## src/inc/flash_erase_defines.vh

```
// Constants for the serial flash erase command block.
// Assumes a 100 MHz system clock; included by bare name.
`ifndef FLASH_ERASE_DEFINES_VH
`define FLASH_ERASE_DEFINES_VH

// Clock rate
`define CLK_MHZ                 100

// Opcodes
`define OP_WRITE_ENABLE         8'h06
`define OP_SECTOR_ERASE         8'h20
`define OP_HALF_BLOCK_ERASE     8'h52
`define OP_BLOCK_ERASE          8'hD8
`define OP_SECTOR_ERASE_WIDE    8'h21
`define OP_HALF_BLOCK_ERASE_WIDE 8'h5C
`define OP_BLOCK_ERASE_WIDE     8'hDC

// Frame lengths in bits
`define OPCODE_BITS             6'h08
`define NARROW_FRAME_BITS       6'h20
`define WIDE_FRAME_BITS         6'h28
`define FRAME_BITS_MAX          6'h3F

// Lowest address bit that selects each erase unit
`define SECTOR_LSB              12
`define HALF_BLOCK_LSB          15
`define BLOCK_LSB               16

// Extended address bit position in narrow addressing
`define EXT_ADDR_POS            24

// Erase kinds, one-hot
`define KIND_SECTOR             3'h1
`define KIND_HALF_BLOCK         3'h2
`define KIND_BLOCK              3'h4

// Erase times in microseconds
`define SECTOR_ERASE_TIME_US     45000
`define HALF_BLOCK_ERASE_TIME_US 250000
`define BLOCK_ERASE_TIME_US      500000

// Erase times in system clock cycles
`define SECTOR_ERASE_CYCLES     (`SECTOR_ERASE_TIME_US * `CLK_MHZ)
`define HALF_BLOCK_ERASE_CYCLES (`HALF_BLOCK_ERASE_TIME_US * `CLK_MHZ)
`define BLOCK_ERASE_CYCLES      (`BLOCK_ERASE_TIME_US * `CLK_MHZ)

`endif

```

## src/verilog/erase_timer.v

```verilog
// Self-timed erase cycle counter.
// Assumes start pulses only while idle; clock enable freezes it.
`timescale 1ns/10ps
module erase_timer #(
   parameter CNT_W = 32
) (
   // Clock and reset
   input  wire             clk_sys_in,
   input  wire             rst_n_in,
   input  wire             ce_in,
   // Control
   input  wire             start_in,
   input  wire [CNT_W-1:0] cycles_in,
   // Status
   output wire             busy_out,
   output reg              done_out
);

   reg [CNT_W-1:0] count_reg;
   reg             busy_reg;

   assign busy_out = busy_reg;

   always @(posedge clk_sys_in) begin
      if (!rst_n_in) begin
         count_reg <= {CNT_W{1'b0}};
         busy_reg  <= 1'b0;
         done_out  <= 1'b0;
      end else if (ce_in) begin
         done_out <= 1'b0;
         if (start_in && !busy_reg) begin
            count_reg <= cycles_in;
            busy_reg  <= 1'b1;
         end else if (busy_reg) begin
            // Count of one or zero both end after the current cycle
            if (count_reg <= {{(CNT_W-1){1'b0}}, 1'b1}) begin
               busy_reg <= 1'b0;
               done_out <= 1'b1;
            end else begin
               count_reg <= count_reg - {{(CNT_W-1){1'b0}}, 1'b1};
            end
         end
      end
   end

endmodule

```

## src/verilog/serial_flash_erase_commands.v

```verilog
// Erase command handling of a serial NOR flash: sector, half block, block.
// Assumes pins come from another domain; protection lookup answers
// check_addr_out combinationally on the same clock; the array performs
// the erase named by erase_start_out, erase_base_addr_out, erase_kind_out.
//
// Function
// RULE1 - Sector erase sets every bit of addressed 4K-byte sector, nothing else.
// RULE2 - Host issues write enable before any erase command.
// RULE3 - Sector chosen by address bit 12 upward; lower bits ignored.
// RULE4 - Select must rise right after last address bit, else erase rejected.
// RULE5 - Host sends select low, opcode, 3 or 4 address bytes, select high.
// RULE6 - Opcode accepted as 8 clocks single-line or 2 clocks quad.
// RULE7 - Single-line mode ignores the upper three data lines.
// RULE8 - Erase cycle starts right when select rises after valid command.
// RULE9 - Write-in-progress high during erase; clears with write enable latch at end.
// RULE10 - Status stays readable while erase runs.
// RULE11 - Protected targets not erased; protect select picks which protection applies.
// RULE12 - Half-block erase clears 32K-byte block chosen by bit 15 upward.
// RULE13 - Block erase clears 64K-byte block, any address inside accepted.
// RULE14 - Three-byte addresses by default; wide mode or extended bit reach higher.
// RULE15 - Wide erase opcodes always take four address bytes.
// RULE16 - Deep power-down ignores all erase commands.
// RULE17 - Clear write enable latch at completion discards the command.
// RULE18 - Erase commands during a running erase are ignored.
`timescale 1ns/10ps
`include "flash_erase_defines.vh"
module serial_flash_erase_commands #(
   parameter CNT_W                   = 32,
   parameter SECTOR_ERASE_CYCLES     = `SECTOR_ERASE_CYCLES,
   parameter HALF_BLOCK_ERASE_CYCLES = `HALF_BLOCK_ERASE_CYCLES,
   parameter BLOCK_ERASE_CYCLES      = `BLOCK_ERASE_CYCLES
) (
   // Clock, reset, enable
   input  wire        clk_sys_in,
   input  wire        rst_n_in,
   input  wire        ce_in,
   // Serial pins from the host
   input  wire        cs_n_in,
   input  wire        sclk_in,
   input  wire [3:0]  sio_in,
   // Mode and protection state
   input  wire        quad_peripheral_mode_in,
   input  wire        wide_address_mode_in,
   input  wire        extended_address_bit_in,
   input  wire        deep_power_down_in,
   input  wire        protect_select_in,
   input  wire        block_protect_hit_in,
   input  wire        persistent_sector_lock_in,
   input  wire        dynamic_sector_lock_in,
   // Protection lookup address
   output wire [31:0] check_addr_out,
   // Status
   output wire        write_in_progress_out,
   output wire        write_enable_latch_out,
   output reg         erase_reject_out,
   // Array erase request
   output reg         erase_start_out,
   output reg  [31:0] erase_base_addr_out,
   output reg  [2:0]  erase_kind_out
);

   localparam ST_IDLE  = 3'h1;
   localparam ST_CHECK = 3'h2;
   localparam ST_BUSY  = 3'h4;

   // Clear address bits below the erase unit
   function [31:0] unit_base;
      input [31:0] addr;
      input [2:0]  kind;
      begin
         case (kind)
            `KIND_SECTOR:     unit_base = addr & ~((32'h1 << `SECTOR_LSB) - 32'h1);
            `KIND_HALF_BLOCK: unit_base = addr & ~((32'h1 << `HALF_BLOCK_LSB) - 32'h1);
            default:          unit_base = addr & ~((32'h1 << `BLOCK_LSB) - 32'h1);
         endcase
      end
   endfunction

   // Decode an opcode into kind and wide flag; zero kind means not an erase
   function [3:0] decode_op;
      input [7:0] op;
      begin
         case (op)
            `OP_SECTOR_ERASE:          decode_op = {1'b0, `KIND_SECTOR};
            `OP_HALF_BLOCK_ERASE:      decode_op = {1'b0, `KIND_HALF_BLOCK};
            `OP_BLOCK_ERASE:           decode_op = {1'b0, `KIND_BLOCK};
            `OP_SECTOR_ERASE_WIDE:     decode_op = {1'b1, `KIND_SECTOR};
            `OP_HALF_BLOCK_ERASE_WIDE: decode_op = {1'b1, `KIND_HALF_BLOCK};
            `OP_BLOCK_ERASE_WIDE:      decode_op = {1'b1, `KIND_BLOCK};
            default:                   decode_op = 4'h0;
         endcase
      end
   endfunction

   // Pin synchronisers: first stage read only by the second
   reg        cs_n_s1_reg;
   reg        cs_n_s2_reg;
   reg        cs_n_d_reg;
   reg        sclk_s1_reg;
   reg        sclk_s2_reg;
   reg        sclk_d_reg;
   reg  [3:0] sio_s1_reg;
   reg  [3:0] sio_s2_reg;

   reg  [39:0] shift_reg;
   reg  [7:0]  op_reg;
   reg  [5:0]  bit_cnt_reg;
   reg  [2:0]  state_reg;
   reg  [2:0]  state_next;
   reg         wel_reg;
   reg  [31:0] target_addr_reg;
   reg  [2:0]  target_kind_reg;
   reg  [CNT_W-1:0] erase_cycles;

   wire sclk_rise = sclk_s2_reg & ~sclk_d_reg;
   wire cs_rise   = cs_n_s2_reg & ~cs_n_d_reg;
   wire cs_fall   = ~cs_n_s2_reg & cs_n_d_reg;

   wire        timer_done;

   // Frame fields at select rise
   // Opcode kept from the first byte, so a frame of wrong length is still known
   wire [7:0]  frame_op   = op_reg;
   wire [3:0]  op_info    = decode_op(frame_op);
   wire        op_wide    = op_info[3];
   wire [2:0]  op_kind    = op_info[2:0];
   wire        long_addr  = op_wide | wide_address_mode_in;                      // RULE15 RULE14
   wire [5:0]  need_bits  = long_addr ? `WIDE_FRAME_BITS : `NARROW_FRAME_BITS;
   wire [31:0] narrow_adr = {7'h00, extended_address_bit_in, shift_reg[23:0]};   // RULE14
   wire [31:0] frame_addr = long_addr ? shift_reg[31:0] : narrow_adr;
   wire        erase_frame = (op_kind != 3'h0) && (bit_cnt_reg == need_bits);   // RULE4 RULE5
   wire        write_enable_cmd_frame  = (bit_cnt_reg == `OPCODE_BITS) && (shift_reg[7:0] == `OP_WRITE_ENABLE);
   wire        idle        = (state_reg == ST_IDLE);

   assign check_addr_out         = target_addr_reg;
   assign write_in_progress_out  = (state_reg != ST_IDLE);                       // RULE9 RULE10
   assign write_enable_latch_out = wel_reg;

   always @* begin
      case (target_kind_reg)
         `KIND_SECTOR:     erase_cycles = SECTOR_ERASE_CYCLES[CNT_W-1:0];
         `KIND_HALF_BLOCK: erase_cycles = HALF_BLOCK_ERASE_CYCLES[CNT_W-1:0];
         default:          erase_cycles = BLOCK_ERASE_CYCLES[CNT_W-1:0];
      endcase
   end

   // Protection gate uses the lookup answer for the latched target
   wire target_locked = protect_select_in ? (persistent_sector_lock_in | dynamic_sector_lock_in)
                                          : block_protect_hit_in;                 // RULE11

   always @* begin
      state_next = state_reg;
      case (state_reg)
         ST_IDLE: begin
            if (cs_rise && erase_frame && wel_reg && !deep_power_down_in)        // RULE17 RULE16
               state_next = ST_CHECK;                                             // RULE8
         end
         ST_CHECK: begin
            if (target_locked)
               state_next = ST_IDLE;                                              // RULE11
            else
               state_next = ST_BUSY;
         end
         ST_BUSY: begin
            if (timer_done)
               state_next = ST_IDLE;                                              // RULE9
         end
         default: state_next = ST_IDLE;
      endcase
   end

   always @(posedge clk_sys_in) begin
      if (!rst_n_in) begin
         cs_n_s1_reg <= 1'b1;
         cs_n_s2_reg <= 1'b1;
         cs_n_d_reg  <= 1'b1;
         sclk_s1_reg <= 1'b0;
         sclk_s2_reg <= 1'b0;
         sclk_d_reg  <= 1'b0;
         sio_s1_reg  <= 4'h0;
         sio_s2_reg  <= 4'h0;
      end else if (ce_in) begin
         cs_n_s1_reg <= cs_n_in;
         cs_n_s2_reg <= cs_n_s1_reg;
         cs_n_d_reg  <= cs_n_s2_reg;
         sclk_s1_reg <= sclk_in;
         sclk_s2_reg <= sclk_s1_reg;
         sclk_d_reg  <= sclk_s2_reg;
         sio_s1_reg  <= sio_in;
         sio_s2_reg  <= sio_s1_reg;
      end
   end

   // Frame shifter; counter saturates so overlong frames never match
   always @(posedge clk_sys_in) begin
      if (!rst_n_in) begin
         shift_reg   <= 40'h0;
         bit_cnt_reg <= 6'h00;
         op_reg      <= 8'h00;
      end else if (ce_in) begin
         if (cs_fall) begin
            shift_reg   <= 40'h0;
            bit_cnt_reg <= 6'h00;
            op_reg      <= 8'h00;
         end else if (!cs_n_s2_reg && sclk_rise) begin
            if (quad_peripheral_mode_in) begin
               shift_reg <= {shift_reg[35:0], sio_s2_reg};                       // RULE6
               if (bit_cnt_reg == `OPCODE_BITS - 6'h04)
                  op_reg <= {shift_reg[3:0], sio_s2_reg};                        // RULE6
               if (bit_cnt_reg <= `FRAME_BITS_MAX - 6'h04)
                  bit_cnt_reg <= bit_cnt_reg + 6'h04;
               else
                  bit_cnt_reg <= `FRAME_BITS_MAX;
            end else begin
               shift_reg <= {shift_reg[38:0], sio_s2_reg[0]};                    // RULE6 RULE7
               if (bit_cnt_reg == `OPCODE_BITS - 6'h01)
                  op_reg <= {shift_reg[6:0], sio_s2_reg[0]};                     // RULE6 RULE7
               if (bit_cnt_reg != `FRAME_BITS_MAX)
                  bit_cnt_reg <= bit_cnt_reg + 6'h01;
            end
         end
      end
   end

   always @(posedge clk_sys_in) begin
      if (!rst_n_in) begin
         state_reg           <= ST_IDLE;
         wel_reg             <= 1'b0;
         target_addr_reg     <= 32'h0;
         target_kind_reg     <= `KIND_BLOCK;
         erase_start_out     <= 1'b0;
         erase_reject_out    <= 1'b0;
         erase_base_addr_out <= 32'h0;
         erase_kind_out      <= 3'h0;
      end else if (ce_in) begin
         state_reg        <= state_next;
         erase_start_out  <= 1'b0;
         erase_reject_out <= 1'b0;
         if (idle && cs_rise) begin
            if (erase_frame && wel_reg && !deep_power_down_in) begin
               target_addr_reg <= unit_base(frame_addr, op_kind);                // RULE3 RULE12 RULE13
               target_kind_reg <= op_kind;
            end else if (op_kind != 3'h0 && !deep_power_down_in) begin
               erase_reject_out <= 1'b1;                                          // RULE4 RULE17
            end
            // Write enable ignored in deep power-down and while busy
            if (write_enable_cmd_frame && !deep_power_down_in)
               wel_reg <= 1'b1;
         end
         if (state_reg == ST_CHECK) begin
            if (target_locked) begin
               erase_reject_out <= 1'b1;                                          // RULE11
            end else begin
               erase_start_out     <= 1'b1;                                       // RULE1 RULE12 RULE13
               erase_base_addr_out <= target_addr_reg;
               erase_kind_out      <= target_kind_reg;
            end
         end
         if (state_reg == ST_BUSY && timer_done)
            wel_reg <= 1'b0;                                                      // RULE9
      end
   end

   // Running erase owns the timer; later commands never reach it
   erase_timer #(
      .CNT_W      (CNT_W)
   ) u_timer (
      .clk_sys_in (clk_sys_in),
      .rst_n_in   (rst_n_in),
      .ce_in      (ce_in),
      .start_in   ((state_reg == ST_CHECK) && !target_locked),                    // RULE18
      .cycles_in  (erase_cycles),
      .busy_out   (),
      .done_out   (timer_done)
   );

endmodule
```

## config.mk

```make
export PLATFORM = sky130hd
export DESIGN_NAME = serial_flash_erase_commands
export DESIGN_NICKNAME = d
export VERILOG_FILES = /design/src/verilog/erase_timer.v /design/src/verilog/serial_flash_erase_commands.v
export VERILOG_INCLUDE_DIRS = /design/src /design/src/inc
export SDC_FILE = /design/constraint.sdc
export NUM_CORES = 1
export LEC_CHECK = 0
export BUFFER_PORTS_ARGS = -buffer_cell sky130_fd_sc_hd__buf_4
export CORE_AREA = 2 2 200 124
export CTS_CLUSTER_DIAMETER = 100
export CTS_CLUSTER_SIZE = 25
export DETAILED_ROUTE_END_ITERATION = 10
export DIE_AREA = 0 0 202 126
export PLACE_DENSITY_LB_ADDON = 0.12
export SETUP_SLACK_MARGIN = 0.1
export SKIP_LAST_GASP = 1
export SYNTH_ARGS = -nofsm -noshare
export SYNTH_HDL_FRONTEND = slang
export SYNTH_SLANG_ARGS = --single-unit
```

## constraint.sdc

```tcl
create_clock -name clk_sys_in -period 7.42 [get_ports clk_sys_in]
set_clock_uncertainty 0.2 [all_clocks]
set_input_delay 1.484 -clock clk_sys_in [delete_from_list [all_inputs] [get_ports clk_sys_in]]
set_output_delay 1.484 -clock clk_sys_in [all_outputs]
set_load 0.02 [all_outputs]
```

## Word level (Yosys, flattened, before mapping)

Cells that the tools add are included.

- Equal/unequal tests: 24
- Add/sub/neg operators: 3
- $lt $le $gt $ge: 2
- Reductions and logical operators: 33
- Bitwise logic cells: 9
- Muxes and demuxes: 42

Operator list:

| cell | number |
|---|---|
| $mux W32 | 7 |
| $pmux W26 S2 | 1 |
| $mux W8 | 5 |
| $le A32 B1 Y1 const B | 1 |
| $pmux W16 S2 | 1 |
| $sub A32 B1 Y32 const B | 1 |
| $mux W6 | 5 |
| $pmux W4 S6 | 1 |
| $reduce_and A3 Y1 | 6 |
| $mux W1 | 17 |
| $eq A8 B6 Y1 const B | 2 |
| $eq A8 B7 Y1 const B | 2 |
| $eq A8 B8 Y1 const B | 2 |
| $logic_and A1 B1 Y1 | 14 |
| $eq A6 B3 Y1 const B | 2 |
| $eq A3 B1 Y1 const B | 3 |
| $eq A3 B2 Y1 const B | 3 |
| $mux W3 | 3 |
| $pmux W3 S3 | 1 |
| $reduce_bool A3 Y1 | 3 |
| $eq A8 B3 Y1 const B | 1 |
| $reduce_bool A2 Y1 | 4 |
| $add A6 B1 Y6 const B | 1 |
| $add A6 B3 Y6 const B | 1 |
| 14 further kinds | 26 |

- Input port bits: 17
- Output and inout bits: 71
- Register bits: 170
- Logic and storage cells: 135

## Depth between registers and ports, before layout

- Depth after elaboration: 12
- Mapped depth: 11
- Gate-level depth less buffers: 8

## Hierarchy

Synthesis repeated with hierarchy kept, for this count alone.

- Cell total of the unflattened synthesis: 946
- Area total of the unflattened synthesis: 7621.1 µm²

By module, submodules not included:

| module | times used | seq. area each (µm²) | area an instance (µm²) | cells each |
|---|---|---|---|---|
| serial_flash_erase_commands | 1 | 2242.2 | 5265.0 | 630 |
| erase_timer | 1 | 680.7 | 2356.0 | 316 |

## Worst setup path after synthesis

Ideal clock, no wire load.

- Kind: input port to flip-flop
- From: input port dynamic_sector_lock_in
- To: register u_timer.count_reg[25]
- Slack: 4.160 ns
- Path buffers: 2
- Setup time: 0.116 ns
- Required time: 7.104 ns
- Arrival time: 2.944 ns
- Stages on the path: 8
- Cell sequence: o21ai_0 and3_1 clkbuf_1 clkbuf_1 nor2_1 a21oi_1 nor3_1 a31o_2

- Word-level cells in the longest chain between the ends: 7
- Elaborated cells on any way between the ends: 9
- Those cells by class: 1 x eq/ne; 2 x mux; 1 x bitwise; 5 x reduce/logical

Ends and longest elaborated chain:

| element | line | RTL |
|---|---|---|
| start: declaration | serial_flash_erase_commands.v:49 | `input wire dynamic_sector_lock_in,` |
| $or A1 B1 Y1 * | serial_flash_erase_commands.v:148 | `wire target_locked = protect_select_in ? (persistent_sector_lock_in \| dynamic_sector_lock_in)` |
| $mux W1 * | serial_flash_erase_commands.v:148 |  |
| $logic_not A1 Y1 * | serial_flash_erase_commands.v:271 | `.start_in ((state_reg == ST_CHECK) && !target_locked),` |
| $logic_and A1 B1 Y1 * | serial_flash_erase_commands.v:271 |  |
| $logic_and A1 B1 Y1 * | erase_timer.v:31 | `if (start_in && !busy_reg) begin` |
| $ne A2 B1 Y1 (no line) or $reduce_bool A2 Y1 (tied branches) | n/a |  |
| $reduce_and A3 Y1 (no line) | n/a |  |
| end signal: assignment | erase_timer.v:26 | `count_reg <= {CNT_W{1'b0}};` |
| end signal: assignment | erase_timer.v:32 | `count_reg <= cycles_in;` |
| end signal: assignment | erase_timer.v:40 | `count_reg <= count_reg - {{(CNT_W-1){1'b0}}, 1'b1};` |
| end: declaration | erase_timer.v:19 | `reg [CNT_W-1:0] count_reg;` |

Mark *: on every way between the ends. The rest lies on a longest branch, timed or not.
A chain may end at the register's enable or synchronous reset.

## Worst setup path in the final report

- From: input port ce_in
- To: register op_reg[5] (netlist: frame_op[5])

- Word-level cells in the longest chain between the ends: 1

Ends and longest elaborated chain:

| element | line | RTL |
|---|---|---|
| start: declaration | serial_flash_erase_commands.v:36 | `input wire ce_in,` |
| $reduce_and A4 Y1 (no line) | n/a |  |
| end signal: assignment | serial_flash_erase_commands.v:209 | `op_reg <= {shift_reg[3:0], sio_s2_reg};` |
| end signal: assignment | serial_flash_erase_commands.v:217 | `op_reg <= {shift_reg[6:0], sio_s2_reg[0]};` |
| end: declaration | serial_flash_erase_commands.v:106 | `reg [7:0] op_reg;` |

No other way between the ends.

==> impl_metrics.env <==
export IMPL_critical_path_class="in2reg"
export IMPL_synth_ff_type="dfxtp_1"
export IMPL_pwr_share_comb=0.039
export IMPL_required_ns=7.50
export IMPL_worstHoldEndpoint="erase_base_addr_out[20]"
export IMPL_reg2reg_depth=6
export IMPL_fmax_ghz=0.267
export IMPL_post_cts_setup_buffers=0
export IMPL_wirelength_um=19500
export IMPL_cts_tree="yes"
export IMPL_clock_latency_ns=0.43
export IMPL_start_util=0.295
export IMPL_gr_total_overflow=0
export IMPL_nets=905
export IMPL_max_vdd_ir_drop_uv=150
export IMPL_layout_drive_gt1_share=0.140
export IMPL_netlist_area_um2=6970
export IMPL_cts_resized=0
export IMPL_finalHoldViolCount=0
export IMPL_dpl_cell_count=1184
export IMPL_placeableCoreArea_um2=23600
export IMPL_end_kind="register"
export IMPL_met2_length_um=6820
export IMPL_cp_startpoint="ce_in"
export IMPL_grt_pass1_vias=5150
export IMPL_drt_initial_drc_count=455
export IMPL_m1WireLength_um=11500
export IMPL_ys_async_sr_fraction=0
export IMPL_fin_crit_ns=3.75
export IMPL_cts_inserted_buffers=17
export IMPL_cts_sinks=146
export IMPL_ys_types=61
export IMPL_seq_power_share=0.456
export IMPL_synthToLayoutAreaGrowth_pct=17.2
export IMPL_die_area_um2=25500
export IMPL_p_sw_mw=0.401
export IMPL_setup_ws_ns=3.67
export IMPL_cts_hold_buffers=0
export IMPL_syn_instance_count=850
export IMPL_clk_pin_slew_worst_paths_ns=0.06
export IMPL_drv_cap=0
export IMPL_grt_max_degree=66
export IMPL_min_from="erase_base_addr_out[20]"
export IMPL_layout_cells_non_filler=1215
export IMPL_mostFrequentLayoutCells="dfxtp_1, nor2_1, nand2_1"
export IMPL_yosysSeqAreaShare=0.419
export IMPL_grt_pass1_wl_um=30800
export IMPL_pwr_share_clk=0.505
export IMPL_viasPerCell=4.84
export IMPL_preCtsSetupSlack_ns=3.22
export IMPL_worst_pin_slew_ns=1.05
export IMPL_grt_usage=0.154
export IMPL_reg2reg_to="u_timer.count_reg[14]"
export IMPL_post_drt_wl_per_cell_um=16.1
export IMPL_synth_seq_cells=146
export IMPL_p_int_mw=1.33
export IMPL_port_buffers=63
export IMPL_vias=5880
export IMPL_r2r_start="u_timer.count_reg[18]"
export IMPL_drc_errors=0
export IMPL_cts_path_max_buffers=2
export IMPL_synth_edf_count=0
export IMPL_setup_tns_ns=0
export IMPL_ant_nets=0
export IMPL_crit_fanout=58
export IMPL_hold_depth=2
export IMPL_slew_viol_final=0
export IMPL_diodes=0
export IMPL_route_met3_wl_um=1100
export IMPL_yosysWarnings=0
export IMPL_antenna_found_initial=0
export IMPL_hold_ws_ns=0.254
export IMPL_htree_levels=4
export IMPL_fin_crit_sh=0.506
export IMPL_cp_arrival_ns=3.84
export IMPL_status="complete, no violations"
export IMPL_maxUsedRoutingLayer="met4"
export IMPL_ioPinCount=88
export IMPL_die_w_um=202
export IMPL_power_density_nw_per_um2=212
export IMPL_cp_start_kind="input port"
export IMPL_cts_root_buf="clkbuf_16"
export IMPL_slew_headroom=0.303
export IMPL_dpl_hpwl_um=13400
export IMPL_switching_share=0.231
export IMPL_rsz0062_at_grt="false"
export IMPL_min_path_type="reg2reg"
export IMPL_setup_viol=0
export IMPL_fp_dieH_um=126
export IMPL_fp_row_count=44
export IMPL_firstDrtPassIters=5
export IMPL_reg2reg_slack_ns=3.78
export IMPL_layout_commonest_cell="dfxtp_1"
export IMPL_gp_congestion=0.787
export IMPL_p_leak_nw=3.23
export IMPL_syn_area_per_cell_um2=8.20
[how the worst max path moves through the flow]
stage                            endpoint  slack, ns
floorplan           u_timer.count_reg[25]       4.16
global placement              frame_op[5]       3.26
detailed placement            frame_op[7]       3.22
global route                  frame_op[7]       3.48
CTS                           frame_op[5]       3.68
finish                        frame_op[5]       3.67
[stage by stage]
step	cell area [um^2]	util	total power, mW
floorplan	7060	-	0.866
global placement	7580	0.321	0.877
detailed placement	7580	0.321	0.876
CTS	8170	0.346	1.76
global route	8170	0.346	1.80
finish	8170	0.346	1.73
[worst max-delay path: stages]
cell	delay, ns
buf_4	0.42
nor2b_1	0.32
o21ai_4	0.08
buf_4	0.31
a21oi_1	0.87
mux2i_1	0.27
nor2_1	0.05
[cells in the mapped netlist (3+ instances only)]
| cell | count | area, um^2 |
|---|---|---|
| nor4_1 | 10 | 62.6 |
| o221a_2 | 5 | 56.3 |
| nand2b_1 | 8 | 50.1 |
| nand3_1 | 21 | 105 |
| o21ai_1 | 4 | 20.0 |
| o31ai_1 | 7 | 52.6 |
| dfxtp_1 | 146 | 2920 |
| ha_1 | 7 | 87.6 |
| clkbuf_1 | 42 | 158 |
| xor2_1 | 7 | 61.3 |
| nand4_1 | 6 | 37.5 |
| or3_1 | 8 | 50.1 |
| buf_6 | 4 | 45.0 |
| or2_2 | 3 | 18.8 |
| o21ai_0 | 39 | 195 |
| mux2i_1 | 70 | 701 |
| o211ai_1 | 5 | 37.5 |
| and2_1 | 5 | 31.3 |
| o311ai_0 | 3 | 26.3 |
| a211oi_1 | 3 | 22.5 |
| buf_1 | 7 | 26.3 |
| a21oi_1 | 88 | 440 |
| nor3_1 | 46 | 230 |
| buf_4 | 24 | 180 |
| inv_1 | 9 | 33.8 |
| nor4b_1 | 3 | 26.3 |
| nor2_1 | 110 | 413 |
| a31oi_1 | 6 | 37.5 |
| or3b_2 | 3 | 26.3 |
| o2111ai_1 | 6 | 52.6 |
| nor2b_1 | 6 | 37.5 |
| nand2_1 | 98 | 368 |
| or4_1 | 6 | 45.0 |
[area by class of cell]
| cell class | instances | area, um^2 |
|---|---|---|
| fillers | 2509 | 15400 |
| multi-input cells | 638 | 3700 |
| flip-flops and latches | 146 | 2920 |
| repair buffers | 68 | 510 |
| clock buffers | 18 | 429 |
| well taps | 322 | 403 |
| clock inverters | 13 | 161 |
| inverters | 10 | 38.8 |
[power by group through the flow]
stage | clock network, mW | logic, mW | registers, mW
6_report | 0.876 | 0.0673 | 0.790
5_1_grt | 0.934 | 0.0732 | 0.790
4_1_cts | 0.903 | 0.0679 | 0.790
3_5_place_dp | 0 | 0.0680 | 0.808
3_3_place_gp | 0 | 0.0686 | 0.808
2_1_floorplan | 0 | 0.0587 | 0.807
[cells by family (layout without fill, tap and decap cells)]
kind of cell | count (synthesis) | after routing | share of synthesized area
AOI/OAI and AO/OA | 186 | 186 | 0.163
xor gates and xnor gates | 7 | 7 | 0.00880
adders and majority gates | 7 | 7 | 0.0126
buffers and inverters | 89 | 109 | 0.0655
DFF | 146 | 146 | 0.419
muxes | 71 | 71 | 0.102
other | 1 | 24 | 0.000538
and+or+nand+nor | 343 | 343 | 0.228
[routing by layer]
metal,global-route usage,up-vias
li1,-,3031
met1,0.262,2702
met2,0.177,135
met3,0.0357,12
met4,0.0441,0
met5,0,-
Power figures use the tool's default switching activity.
